## src/slpc_defs.svh

```systemverilog
// Register map, field values, reset values and limits of the lane PRBS checker
`ifndef SLPC_DEFS_SVH
`define SLPC_DEFS_SVH
// ------------------------------------------------------------
// Register offsets
// ------------------------------------------------------------
`define SLPC_ADDR_EN    12'h315
`define SLPC_ADDR_CTRL  12'h316
`define SLPC_ADDR_THR_L 12'h317
`define SLPC_ADDR_THR_M 12'h318
`define SLPC_ADDR_THR_H 12'h319
`define SLPC_ADDR_CNT_L 12'h31A
`define SLPC_ADDR_CNT_M 12'h31B
`define SLPC_ADDR_CNT_H 12'h31C
`define SLPC_ADDR_PASS  12'h31D
// ------------------------------------------------------------
// Byte fields of the 24-bit threshold and count
// ------------------------------------------------------------
`define SLPC_LO  7:0
`define SLPC_MID 15:8
`define SLPC_HI  23:16
// ------------------------------------------------------------
// Reset values
// ------------------------------------------------------------
`define SLPC_EN_RST   8'h00
`define SLPC_CTRL_RST 8'h00
`define SLPC_THR_RST  24'h000000
`define SLPC_CNT_RST  24'h000000
`define SLPC_BYTE_0   8'h00
`define SLPC_HIST_RST 31'h00000000
`define SLPC_WARM_RST 5'h00
// ------------------------------------------------------------
// Pattern codes and feedback taps (bit k is k+1 bits ago)
// ------------------------------------------------------------
`define SLPC_PAT_PRBS7  2'h0
`define SLPC_PAT_PRBS15 2'h1
`define SLPC_PAT_PRBS31 2'h2
`define SLPC_P7_A  6
`define SLPC_P7_B  5
`define SLPC_P15_A 14
`define SLPC_P15_B 13
`define SLPC_P31_A 30
`define SLPC_P31_B 27
// ------------------------------------------------------------
// Sizes and limits
// ------------------------------------------------------------
`define SLPC_LANES     8
`define SLPC_HIST_W    31
`define SLPC_SYNC_BITS 5'h1F
`define SLPC_WARM_ONE  5'h01
`define SLPC_CNT_MAX   24'hFFFFFF
`define SLPC_CNT_ONE   24'h000001
`endif

```

## src/slpc_pkg.sv

```systemverilog
// Types shared by the lane PRBS checker
`include "slpc_defs.svh"
package slpc_pkg;
  // Expected pattern
  typedef enum logic [1:0] {
    SLPC_PRBS7  = `SLPC_PAT_PRBS7,
    SLPC_PRBS15 = `SLPC_PAT_PRBS15,
    SLPC_PRBS31 = `SLPC_PAT_PRBS31
  } slpc_pat_type;
  // Control register layout, MSB first
  typedef struct packed {
    logic         rsvd;
    logic [2:0]   lane_sel;
    slpc_pat_type pattern;
    logic         start;
    logic         test_reset;
  } slpc_ctrl_type;
  // Register port request
  typedef struct packed {
    logic [11:0] addr;
    logic [7:0]  wdata;
    logic        wr;
  } slpc_reg_req_type;
  // One received bit per lane with its qualifier
  typedef struct packed {
    logic [7:0] valid;
    logic [7:0] bits;
  } slpc_rx_type;
  // Run control
  typedef enum logic {SLPC_IDLE, SLPC_RUN} slpc_state_type;
endpackage

```

## src/slpc_prbs_tx.sv

```systemverilog
// Far-end PRBS source for eight lanes, with line error injection
`timescale 1ns/1ps
`include "slpc_defs.svh"
module slpc_prbs_tx (
  // Clock and reset
  input  wire logic             clk_sys,
  input  wire logic             rstn,
  // Control from the bench
  input  wire logic [1:0]       pat,
  input  wire logic [7:0]       go,
  input  wire logic [7:0]       flip,
  // Lanes toward the checker
  output slpc_pkg::slpc_rx_type rx
);
  import slpc_pkg::*;
  logic [30:0] hist_q [8];
  logic [7:0]  nb;
  // ------------------------------------------------------------
  // Generator feedback
  // ------------------------------------------------------------
  // Next clean bit of each lane, code 3 falls back to the short pattern
  always_comb begin
    for (int n = 0; n < 8; n++) begin
      case (pat)
        2'h1:    nb[n] = hist_q[n][`SLPC_P15_A] ^ hist_q[n][`SLPC_P15_B];
        2'h2:    nb[n] = hist_q[n][`SLPC_P31_A] ^ hist_q[n][`SLPC_P31_B];
        default: nb[n] = hist_q[n][`SLPC_P7_A] ^ hist_q[n][`SLPC_P7_B];
      endcase
    end
  end
  // Line errors flip the sent bit only, the generator itself stays clean
  always_ff @(posedge clk_sys or negedge rstn) begin
    if (!rstn) begin
      rx <= '0;
      for (int n = 0; n < 8; n++) begin
        hist_q[n] <= 31'h5A5A5A5 ^ 31'(n);
      end
    end else begin
      rx.valid <= go;
      for (int n = 0; n < 8; n++) begin
        if (go[n]) begin
          rx.bits[n] <= nb[n] ^ flip[n];
          hist_q[n]  <= {hist_q[n][29:0], nb[n]};
        end else begin
          rx.bits[n] <= ~rx.bits[n]; // Idle lane never shows a stale bit
        end
      end
    end
  end
endmodule

```

## config.mk

```make
export PLATFORM = sky130hd
export DESIGN_NAME = slpc_prbs_tx
export DESIGN_NICKNAME = d
export VERILOG_FILES = /design/src/slpc_pkg.sv /design/src/slpc_prbs_tx.sv
export VERILOG_INCLUDE_DIRS = /design/src
export SDC_FILE = /design/constraint.sdc
export NUM_CORES = 1
export LEC_CHECK = 0
export ABC_AREA = 1
export BUFFER_PORTS_ARGS = -buffer_cell sky130_fd_sc_hd__buf_2
export CAP_MARGIN = 5
export CORE_ASPECT_RATIO = 0.6
export CORE_MARGIN = 10
export CORE_UTILIZATION = 61
export CTS_CLUSTER_DIAMETER = 120
export CTS_CLUSTER_SIZE = 24
export DETAILED_ROUTE_END_ITERATION = 10
export GPL_TIMING_DRIVEN = 0
export PLACE_DENSITY = 0.79
export SYNTH_ARGS = -nofsm -noshare
export SYNTH_HDL_FRONTEND = slang
export SYNTH_SLANG_ARGS = --single-unit
```

## constraint.sdc

```tcl
create_clock -name clk_sys -period 1.77 [get_ports clk_sys]
set_clock_uncertainty 0.2 [all_clocks]
set_input_delay 0.177 -clock clk_sys [delete_from_list [all_inputs] [get_ports clk_sys]]
set_output_delay 0.177 -clock clk_sys [all_outputs]
set_load 0.005 [all_outputs]
```

# [Word-level counts from Yosys, hierarchy flattened]
# Cells that the tools add are included.
[classes] eq_ne=2 mux=16 bitwise=40
[ops] op="$xor A1 B1 Y1" count=32
[ops] op="$pmux W1 S2" count=8
[ops] op="$mux W1" count=8
[ops] op="$not A1 Y1" count=8
[ops] op="$eq A2 B1 Y1 const B" count=1
[ops] op="$eq A2 B2 Y1 const B" count=1
[totals] register_bits=264 inputBits=20 out_inout_bits=16 wordCells=68

# [Longest topological paths before layout]
# Gate-level depths: netlist of the first run.
[depth] depth_word=4 mapped_depth=11 depth_no_buf=10

# [Worst setup path before layout of the first run]
# OpenSTA, ideal clock, no wires.
[synth_path] kind="input -> register" start="input pat[0]" end="register rx[6] in the netlist's numbering" setup_ns=0.113 t_arrival_ns=1.073 path_slack_ns=0.384 stages=11 n_path_buf=1 path_cell_list="inv_1 > ha_1 > inv_2 > buf_6 > a21oi_2 > o21ai_1 > nand2_2 > nand2_2 > nand2_1 > nand2_1 > inv_1"
[synth_via] elab_chain_len=4 word_cells_on_any_way=5 classes_between="2 x eq/ne; 2 x mux; 1 x bitwise"
[synth_rtl] element="start: declaration" line="slpc_prbs_tx.sv:9" source="input wire logic [1:0] pat,"
[synth_rtl] element="$eq A2 B2 Y1 or $eq A2 B1 Y1 (tied branches)" line="slpc_prbs_tx.sv:24" source="case (pat)"
[synth_rtl] element="$pmux W1 S2 *" line="slpc_prbs_tx.sv:24"
[synth_rtl] element="$xor A1 B1 Y1 *" line="slpc_prbs_tx.sv:42" source="rx.bits[n] <= nb[n] ^ flip[n];"
[synth_rtl] element="$mux W1 *" line="slpc_prbs_tx.sv:41" source="if (go[n]) begin"
[synth_rtl] element="end: declaration" line="slpc_prbs_tx.sv:13" source="output slpc_pkg::slpc_rx_type rx"
# Mark *: on every way between the ends. The rest lies on a longest branch, timed or not.
# A chain may end at the register's enable or synchronous reset.

# [Worst setup path in the final report of the first run]
[layout_path] start="register hist_q[106] in the netlist's numbering" end="register rx[4] in the netlist's numbering"
[layout_via] elab_chain_len=4
[layout_rtl] element="start: declaration" line="slpc_prbs_tx.sv:16" source="logic [30:0] hist_q [8];"
[layout_rtl] element="start signal: indexed assignment" line="slpc_prbs_tx.sv:36" source="hist_q[n] <= 31'h5A5A5A5 ^ 31'(n);"
[layout_rtl] element="start signal: indexed assignment" line="slpc_prbs_tx.sv:43" source="hist_q[n] <= {hist_q[n][29:0], nb[n]};"
[layout_rtl] element="$xor A1 B1 Y1" line="slpc_prbs_tx.sv:25" source="2'h1: nb[n] = hist_q[n][`SLPC_P15_A] ^ hist_q[n][`SLPC_P15_B];"
[layout_rtl] element="$pmux W1 S2" line="slpc_prbs_tx.sv:24"
[layout_rtl] element="$xor A1 B1 Y1" line="slpc_prbs_tx.sv:42"
[layout_rtl] element="$mux W1" line="slpc_prbs_tx.sv:41"
# No other way between the ends.

==> out/qor.txt, run 1 <==
outcome = finished with violations
failing checks = negative hold slack
total gr overflow = 0
Syn Area/Cell = 9.66 µm²
Yosys warning count = 0
filler cell count = 1,284
end-of-flow core utilization = 69.7%
clock share of power = 26.5%
area grow syn2layout = 10.4%
most used cell, CP = nand2_1
Post-synth EDFFs = 0
Reg power frac = 59.6%
flop2flop setup slack = 0.28 ns
largest net degree at the start of global routing = 102
most numerous cell in the Yosys netlist = nand2_1
final cycle utilization of the critical path = 84.0%
final WL = 19,400 µm
first-pass GRT wire length = 33,900 µm
crit path kind = reg -> reg
Post-CTS Setup Repair Bufs = 0
top cells by count, synth = nand2_1, dfrtp_1, inv_1, o21ai_0, dfstp_2
Cell Area, Synth = 10,400 µm²
crit end category = register
row count = 36
Final Critical Period = 1.49 ns
Die Width = 189 µm
Core Area = 16,500 µm²
DRT antenna net count = 0
maximum clock insertion buffer count = 3
CTS Hold Bufs = 16
number of global-route vias before repair = 6,995
Initial Util = 63.1%
max-slew violation count = 0
Worst EP required = 1.95 ns
IR drop worst, VDD = 0.788 mV
Seq cells post-synth = 264
arrival time worst endpoint = 1.67 ns
Pleak = 5.45 nW
number of maximum-capacitance violations = 0
final setup fails = 0
startpoint types = register
Slowest-stage cell, CP = dfstp_2
final hold vios = 132
Post-CTS Resized = 0
clk root buf = clkbuf_16
Logic pwr share = 13.9%
chip height = 121 µm
post-synth top area cell = dfrtp_1
Antenna diodes = 0
post-synthesis sequential area ratio = 64.8%
Mapped Nets = 1,100
Detailed Place HPWL = 12,700 µm
Unique masters post-synth = 20
DR vias/cell = 5.12
clk slew on worst S/H paths = 0.10 ns
Final nets = 1,169
ys async rst share = 100%
Sw Pwr = 3.39 mW
Syn Inst Count = 1,078
antenna violations before repair = 0
via count = 7,070
post-synth top area share = 37.5%
CTS Buf Count = 14
cell-internal power = 9.48 mW
Worst-Skew Late Latency = 0.48 ns
Max Fanout on Critical Path = 3
io pins = 36
Sw Ratio = 26.4%
Pwr Density = 1120 nW/µm²
measured slew at the worst slew-check pin = 0.533 ns
CTS Sinks = 264
CTS tree = done
DR DRC count = 0
max incr delay on CP = 0.56 ns
PortBufs = 35
maximum level of the CTS H-tree = 1
die area = 22,900 µm²
share of cells above drive strength 1 = 19.4%
Tot GR Track Use = 17.4%
Max Freq = 0.673 GHz
main area contributors after synthesis = dfrtp_1, dfstp_2, nand2_1, o21ai_0, inv_1
DRT Pass-1 Iters = 5
Min Hold Slack = -0.570 ns
crit path cell chain = inv_1, nand2_1, nand3_1, nand3_1, nand2_1, nand2_1, nand2_1, nand2_1, inv_1
RSZ-0062 raised after global routing = false
dominant synthesized flop cell = dfrtp_1
drt wl/cell = 14.1 µm
relative slew slack = 64.5%
1st-iter DRT viols = 491
GPL Wtd Cong = 0.790
Worst Hold Class = in -> async
power groups by stage:
stage / clock [mW] / combinational (mW) / sequential (mW)
after floorplan: 0 / 1.22 / 7.67
after global placement: 0 / 1.66 / 7.73
after detailed placement: 0 / 1.78 / 7.77
after CTS: 3.48 / 1.82 / 7.67
after global routing: 3.70 / 2.11 / 7.79
final: 3.41 / 1.79 / 7.68
sequential cells by signal, summed over array words and instances (netlist names):
register / count
hist_q: 248
rx: 16
cell usage in the layout (no fill, tap or decap):
cell           netlist  layout
ha_1                 2       2
nand2_1            195     195
dlygate4sd3_1        0      16
buf_8                0       1
buf_6                1       1
inv_2                1       1
mux2_2              12      12
clkbuf_16            0      15
a21oi_1            102     102
buf_2               41      75
buf_4                3       3
buf_16               0       2
nor2_1              96      96
clkbuf_1            14      20
nand2_2              4       4
o21ai_1              2       2
dfrtp_1            156     156
inv_1              153     153
nand3_1             32      32
mux2_1               5       5
o21ai_0            141     141
o21a_1               8       8
a21oi_2              2       2
dfstp_2            108     108
cells by family (layout without fill, tap and decap cells):
family	count (synthesis)	after routing	synth area share [%]
simple gates	327	327	12.3
flops	264	264	64.8
compound gates	255	255	12.5
buf+inv	213	287	8.35
mux	17	17	1.84
fa+ha+maj	2	2	0.240
critical path: cells and delay by family, from the launching register on:
| kind | cells | cell delay [ns] |
|---|---|---|
| flip-flops | 1 | 0.56 |
| AND/OR/NAND/NOR | 7 | 0.53 |
| buffers and inverters | 2 | 0.08 |
through the flow:
stage                     instances  cell area (µm²)  setup WS [ns]  total power, mW  TNS (ns)
after floorplan                1078            10400          0.384             8.89         0
after global placement         1341            10900          -4.25             9.40   -942.59
after detailed placement       1343            10900        -0.0287             9.55   -0.0368
after CTS                      1380            11500          0.308             13.0         0
after global routing           1380            11500          0.169             13.6         0
final                          1380            11500          0.284             12.9         0
layer usage:
layer  global-route usage (%)  share of wire, %  wire [µm]
met4                     3.21               1.3        248
met3                     3.21               3.6        691
met5                        0                 0          0
met1                     25.8                52      10000
met2                     26.4                44       8480
final timing paths:
kind | from | to | depth (start not counted)
worst min register to register | hist_q[85] | hist_q[86] | 2
max in group asynchronous | rstn | hist_q[57] | 3
worst max register to register | hist_q[106] | rx[4] | 9
worst min-delay path | rstn | hist_q[234] | 1
min in group clk_sys | go[1] | rx[9] | 2
worst max-delay path | hist_q[106] | rx[4] | 9
final cells by class:
class                   instances  area (µm²)  share of cell area, %
plain buffers                  59         292                   2.54
clock buffers                  21         398                   3.46
inverters                     154         578                   5.03
multi-input cells             601        2800                   24.3
flip-flops and latches        264        6740                   58.7
well taps                     228         285                   2.48
repair buffers                 53         400                   3.48
Power figures use the tool's default switching activity.
==> run 2: changes to the inputs <==
Clock period 1.77 ns to 1.4 ns, I/O delays scaled along.
==> run 2 against run 1 <==
The run ends with negative hold slack, negative setup slack left. Critical endpoint is now rx[7]. Highest routed layer unchanged. Count of clock-buffer cells in the layout stayed put. Sequential share of layout area fell by 0.57 points. Non-clock buffer count up 2.
==> out/qor.txt, run 2 (synthesis results as in run 1) <==
outcome = finished with violations
failing checks = negative hold slack, negative setup slack
Die Width = 189 µm (unchanged)
number of maximum-capacitance violations = 0 (unchanged)
Antenna diodes = 0 (unchanged)
max FFs per register = 248 (unchanged)
busiest layer in global routing = met2
CTS tree = done
1st-iter DRT viols = 510 (+3.9%)
FF-to-FF End = rx[7]
Reg-to-Reg Start = hist_q[13]
Tot GR Track Use = 17.5% (+0.094 points)
grt met1 use = 25.9% (+0.056 points)
CP startpoint = hist_q[13]
measured slew at the worst slew-check pin = 0.540 ns (+0.00683 ns)
antenna violations before repair = 0 (unchanged)
clk root buf = clkbuf_16
Sw Ratio = 26.6% (+0.22 points)
startpoint types = register
arrival time worst endpoint = 1.62 ns (-0.05 ns)
Initial Util = 63.1% (unchanged)
io pins = 36 (unchanged)
DR vias/cell = 5.13 (+0.22%)
most common cell after layout, fill and taps aside = nand2_1
crit path kind = reg -> reg
DRT antenna net count = 0 (unchanged)
Min Hold Slack = -0.606 ns (-0.0361 ns)
final hold vios = 132 (unchanged)
DRT Pass-1 Iters = 5 (unchanged)
Worst R2R Path Depth = 9 (unchanged)
Max Fanout on Critical Path = 3 (unchanged)
DR DRC count = 0 (unchanged)
PortBufs = 35 (unchanged)
RSZ-0062 raised after global routing = true
relative slew slack = 64.0% (-0.46 points)
clk slew on worst S/H paths = 0.09 ns (about the same)
M2 GR Usage = 26.7% (+0.27 points)
Final nets = 1,171 (+0.17%)
Detailed Place HPWL = 12,700 µm (unchanged)
maximum level of the CTS H-tree = 1 (unchanged)
total gr overflow = 0 (unchanged)
Max Freq = 0.700 GHz (+4.1%)
Worst-Skew Late Latency = 0.48 ns (about the same)
max-slew violation count = 0 (unchanged)
number of global-route vias before repair = 7,061 (+0.94%)
share of cells above drive strength 1 = 23.2% (+3.8 points)
via count = 7,096 (+0.37%)
row count = 36 (unchanged)
final cycle utilization of the critical path = 102% (+18 points)
CTS Buf Count = 14 (unchanged)
Core Area = 16,500 µm² (unchanged)
Worst Hold Class = in -> async
Final Critical Period = 1.43 ns (-0.0579 ns)
Most flops, register = hist_q
largest net degree at the start of global routing = 102 (unchanged)
die area = 22,900 µm² (unchanged)
final WL = 19,500 µm (+0.46%)
CTS Hold Bufs = 16 (unchanged)
pre-CTS setup slack = -0.362 ns (-0.333 ns)
drt wl/cell = 14.1 µm (+0.31%)
fin worst setup slack = -0.0283 ns (-0.312 ns)
Sw Pwr = 4.35 mW (+28%)
maximum clock insertion buffer count = 3 (unchanged)
final setup fails = 4 (+4)
cell-internal power = 12.0 mW (+27%)
Pleak = 5.51 nW (+0.99%)
crit end category = register
Worst EP required = 1.59 ns (-0.36 ns)
IR drop worst, VDD = 1.01 mV (+28%)
Reg power frac = 59.3% (-0.3 points)
Pwr Density = 1410 nW/µm² (+26%)
flop2flop setup slack = -0.03 ns (-0.31 ns)
CTS Sinks = 264 (unchanged)
setup TNS = -0.0324 ns (-0.0324 ns)
met3 usage = 3.21% (unchanged)
chip height = 121 µm (unchanged)
clock share of power = 26.4% (about the same)
biggest registers after layout = hist_q x248, rx x16
first-pass GRT wire length = 34,100 µm (+0.65%)
Logic pwr share = 14.3% (+0.4 points)
area grow syn2layout = 11.5%
most frequent cells in the layout = nand2_1, dfrtp_1, inv_1
GPL Wtd Cong = 0.790 (unchanged)
run 2: changes by cell type in the layout (fill, tap and decap cells not counted):
| cell | change |
|---|---|
| inv_1 | -7 |
| nand2_1 | -16 |
| clkbuf_2 | +10 |
| nand2_2 | +16 |
| nand3_1 | -9 |
| clkbuf_1 | -10 |
| buf_4 | +2 |
| nand3_2 | +9 |
| inv_2 | +7 |
run 2: critical path, stage by stage, from the launching register on:
cell,delay [ns]
dfstp_2,0.56
inv_2,0.04
nand2_2,0.06
nand3_2,0.06
nand3_2,0.10
nand2_2,0.08
nand2_2,0.08
nand2_1,0.05
nand2_1,0.05
inv_1,0.04
run 2: worst max-delay path by stage:
stage | cells after the start | end | slack [ns]
finish | 9 | rx[7] | -0.03
global route | 9 | rx[7] | -0.11
CTS | 9 | rx[3] | -0.01
detailed placement | 12 | rx[6] | -0.36
global placement | 1 | hist_q[53] | -4.58
floorplan | 11 | rx[6] | 0.05
run 2: area by class of cell:
| cell class | instances | area (µm²) |
|---|---|---|
| clock buffers | 21 | 398 |
| inverters | 154 | 578 |
| repair buffers | 55 | 415 |
| flip-flops and latches | 264 | 6740 |
| multi-input cells | 601 | 2880 |
| fillers | 1277 | 4880 |
| well taps | 228 | 285 |
| plain buffers | 59 | 304 |
run 2: power by group through the flow:
stage | Sequential (mW) | Clock [mW] | Combinational (mW)
3_5_place_dp | 9.82 | 0 | 2.25
2_1_floorplan | 9.70 | 0 | 1.55
4_1_cts | 9.71 | 4.40 | 2.34
3_3_place_gp | 9.78 | 0 | 2.10
5_1_grt | 9.86 | 4.68 | 2.76
6_report | 9.71 | 4.33 | 2.35
run 2: timing repair:
action	in CTS	in global routing
buffers inserted	0	2
gates resized for setup	20	32
pin swaps	9	10
endpoints found under the setup margin	9	58
endpoints found under the hold margin	164	79
run 2: metrics by stage:
stage	total power, mW	hold slack (ns)	area [µm²]	utilization, %	std cells
final	16.4	-0.606	11600	70.4	1382
after global routing	17.3	-0.571	11600	70.4	1382
after CTS	16.4	-0.578	11500	70.0	1380
after detailed placement	12.1	-0.0639	10900	66.3	1343
after global placement	11.9	0.0590	10900	65.9	1341
after floorplan	11.2	-0.356	10400	-	1078
run 2: per-layer routing:
layer / wire length (µm) / up-vias / share of wire, %
met5: 0 / - / 0
li1: - / 3508 / -
met2: 8620 / 85 / 44
met4: 223 / 0 / 1.1
met3: 678 / 15 / 3.5
met1: 10000 / 3488 / 51
==> run 3: changes to the inputs <==
Settings changed: CORE_ASPECT_RATIO 0.6 to default, PLACE_DENSITY 0.79 to 0.83.
==> run 3 against run 2 <==
The flow still finishes with violations (negative hold slack, negative setup slack). Critical path type unchanged. Largest cell class unchanged. Global-route usage decreased by 0.37 points. Combinational power about the same. Fmax increased by 2.0%. Worst setup slack improved by 0.028 ns.
==> out/qor.txt, run 3 (synthesis results as in run 1) <==
relative slew slack = 67.3% (+3.3 points)
CTS Sinks = 264 (unchanged)
final cycle utilization of the critical path = 100% (-2.0 points)
Max Fanout on Critical Path = 3 (unchanged)
io pins = 36 (unchanged)
Detailed Place HPWL = 12,100 µm (-4.6%)
PortBufs = 35 (unchanged)
final hold vios = 3 (-98%)
Most flops, register = hist_q
Finished Cell Area = 11,600 µm² (+0.27%)
crit path kind = reg -> reg
IR drop worst, VDD = 1.11 mV (+10%)
Worst Hold Class = in -> async
Slowest-stage cell, CP = dfstp_2
biggest registers after layout = hist_q x248, rx x16
fin worst setup slack = -0.000271 ns (+0.0281 ns)
maximum level of the CTS H-tree = 1 (unchanged)
crit path cell chain = inv_2, nand2_1, nand3_1, nand3_2, nand2_2, nand2_2, nand2_1, nand2_1, inv_1
Pwr Density = 1410 nW/µm² (-0.29%)
1st-iter DRT viols = 513 (+0.59%)
row count = 47 (+31%)
GPL Wtd Cong = 0.762 (-3.4%)
Final Critical Period = 1.40 ns (-0.0281 ns)
Worst EP required = 1.58 ns (about the same)
filler cell count = 1,215 (-4.9%)
chip height = 151 µm (+24%)
Initial Util = 62.5% (-0.59 points)
first-pass GRT wire length = 32,900 µm (-3.7%)
Core Area = 16,600 µm² (+0.95%)
arrival time worst endpoint = 1.58 ns (-0.04 ns)
most frequent cells in the layout = nand2_1, dfrtp_1, inv_1
largest net degree at the start of global routing = 102 (unchanged)
crit end category = register
pre-CTS setup slack = -0.336 ns (+0.0255 ns)
outcome = finished with violations
max incr delay on CP = 0.56 ns (about the same)
DR vias/cell = 5.24 (+2.0%)
Min Hold Slack = -0.00884 ns (+0.597 ns)
antenna violations before repair = 0 (unchanged)
maximum clock insertion buffer count = 3 (unchanged)
DRT Pass-1 Iters = 5 (unchanged)
area grow syn2layout = 11.8%
most common cell after layout, fill and taps aside = nand2_1
placed cell area = 10,900 µm² (about the same)
Max Freq = 0.714 GHz (+2.0%)
Tot GR Track Use = 17.1% (-0.37 points)
DR DRC count = 0 (unchanged)
DRT antenna net count = 0 (unchanged)
most used cell, CP = nand2_1
CTS Buf Count = 14 (unchanged)
Worst Path Buf+Inv = 2 (unchanged)
via count = 7,214 (+1.7%)
clk slew on worst S/H paths = 0.09 ns (about the same)
RSZ-0062 raised after global routing = true
die area = 22,700 µm² (-0.75%)
measured slew at the worst slew-check pin = 0.490 ns (-0.0497 ns)
number of maximum-capacitance violations = 0 (unchanged)
Antenna diodes = 0 (unchanged)
clk root buf = clkbuf_16
Worst-Skew Late Latency = 0.48 ns (about the same)
max-slew violation count = 0 (unchanged)
Die Width = 151 µm (-20%)
Pleak = 5.52 nW (+0.22%)
Final nets = 1,172 (+0.085%)
final WL = 19,300 µm (-1.1%)
number of global-route vias before repair = 7,065 (+0.057%)
total gr overflow = 0 (unchanged)
startpoint types = register
final setup fails = 1 (-3)
CTS tree = done
drt wl/cell = 14.0 µm (-0.77%)
Worst path top cell family by delay = flip-flops
failing checks = negative hold slack, negative setup slack
share of cells above drive strength 1 = 23.6% (+0.37 points)
max FFs per register = 248 (unchanged)
-- run 3: worst paths after layout --
path / startpoint / end / slack (ns) / cells after the start
setup / recovery: hist_q[199] / rx[1] / -0.0003 / 9
hold / removal: rstn / hist_q[236] / -0.009 / 2
hold reg to reg: hist_q[209] / hist_q[210] / 0.28 / 2
max in group asynchronous: rstn / hist_q[170] / 0.21 / 3
setup reg to reg: hist_q[199] / rx[1] / -0.0003 / 9
min in group clk_sys: go[4] / rx[12] / 0.11 / 2
-- run 3: power by group --
| group | switching [mW] | internal [mW] |
|---|---|---|
| Combinational | 1.45 | 0.898 |
| Sequential | 0.563 | 9.15 |
| Clock | 2.31 | 2.01 |
-- run 3: what timing repair did --
item | in CTS | in global routing
pin swaps | 11 | 15
hold buffers | 17 | 0
hold endpoints to repair | 218 | 0
buffers inserted | 0 | 2
setup endpoints to repair | 7 | 115
resized for setup | 13 | 44
-- run 3: layer usage --
metal  GRT usage (%)  vias up  share of wire, %
met5               0        -                 0
li1                -     3512                 -
met4            4.62        0               1.8
met2            28.5      110                49
met3            2.34       24               3.8
met1            23.2     3568                45
-- run 3: layout make-up --
type | count | area, µm² | area share (%)
inverter | 154 | 578 | 4.97
sequential | 264 | 6740 | 57.9
buffer | 59 | 303 | 2.60
timing repair buffer | 56 | 430 | 3.70
tap | 220 | 275 | 2.37
multi-input combinational | 601 | 2900 | 24.9
clock buffer | 23 | 405 | 3.48
-- run 3: per-stage QoR --
step / power [mW] / hold slack, ns / cells / TNS, ns / util, %
2_1_floorplan: 11.2 / -0.356 / 1078 / 0 / -
3_3_place_gp: 11.9 / 0.0596 / 1333 / -1014.40 / 65.3
3_5_place_dp: 12.1 / -0.0504 / 1335 / -4.24 / 65.6
4_1_cts: 16.4 / 0.0478 / 1375 / -0.0211 / 69.3
5_1_grt: 17.3 / 0.0176 / 1377 / -0.515 / 69.9
6_report: 16.4 / -0.00884 / 1377 / -0.000271 / 69.9
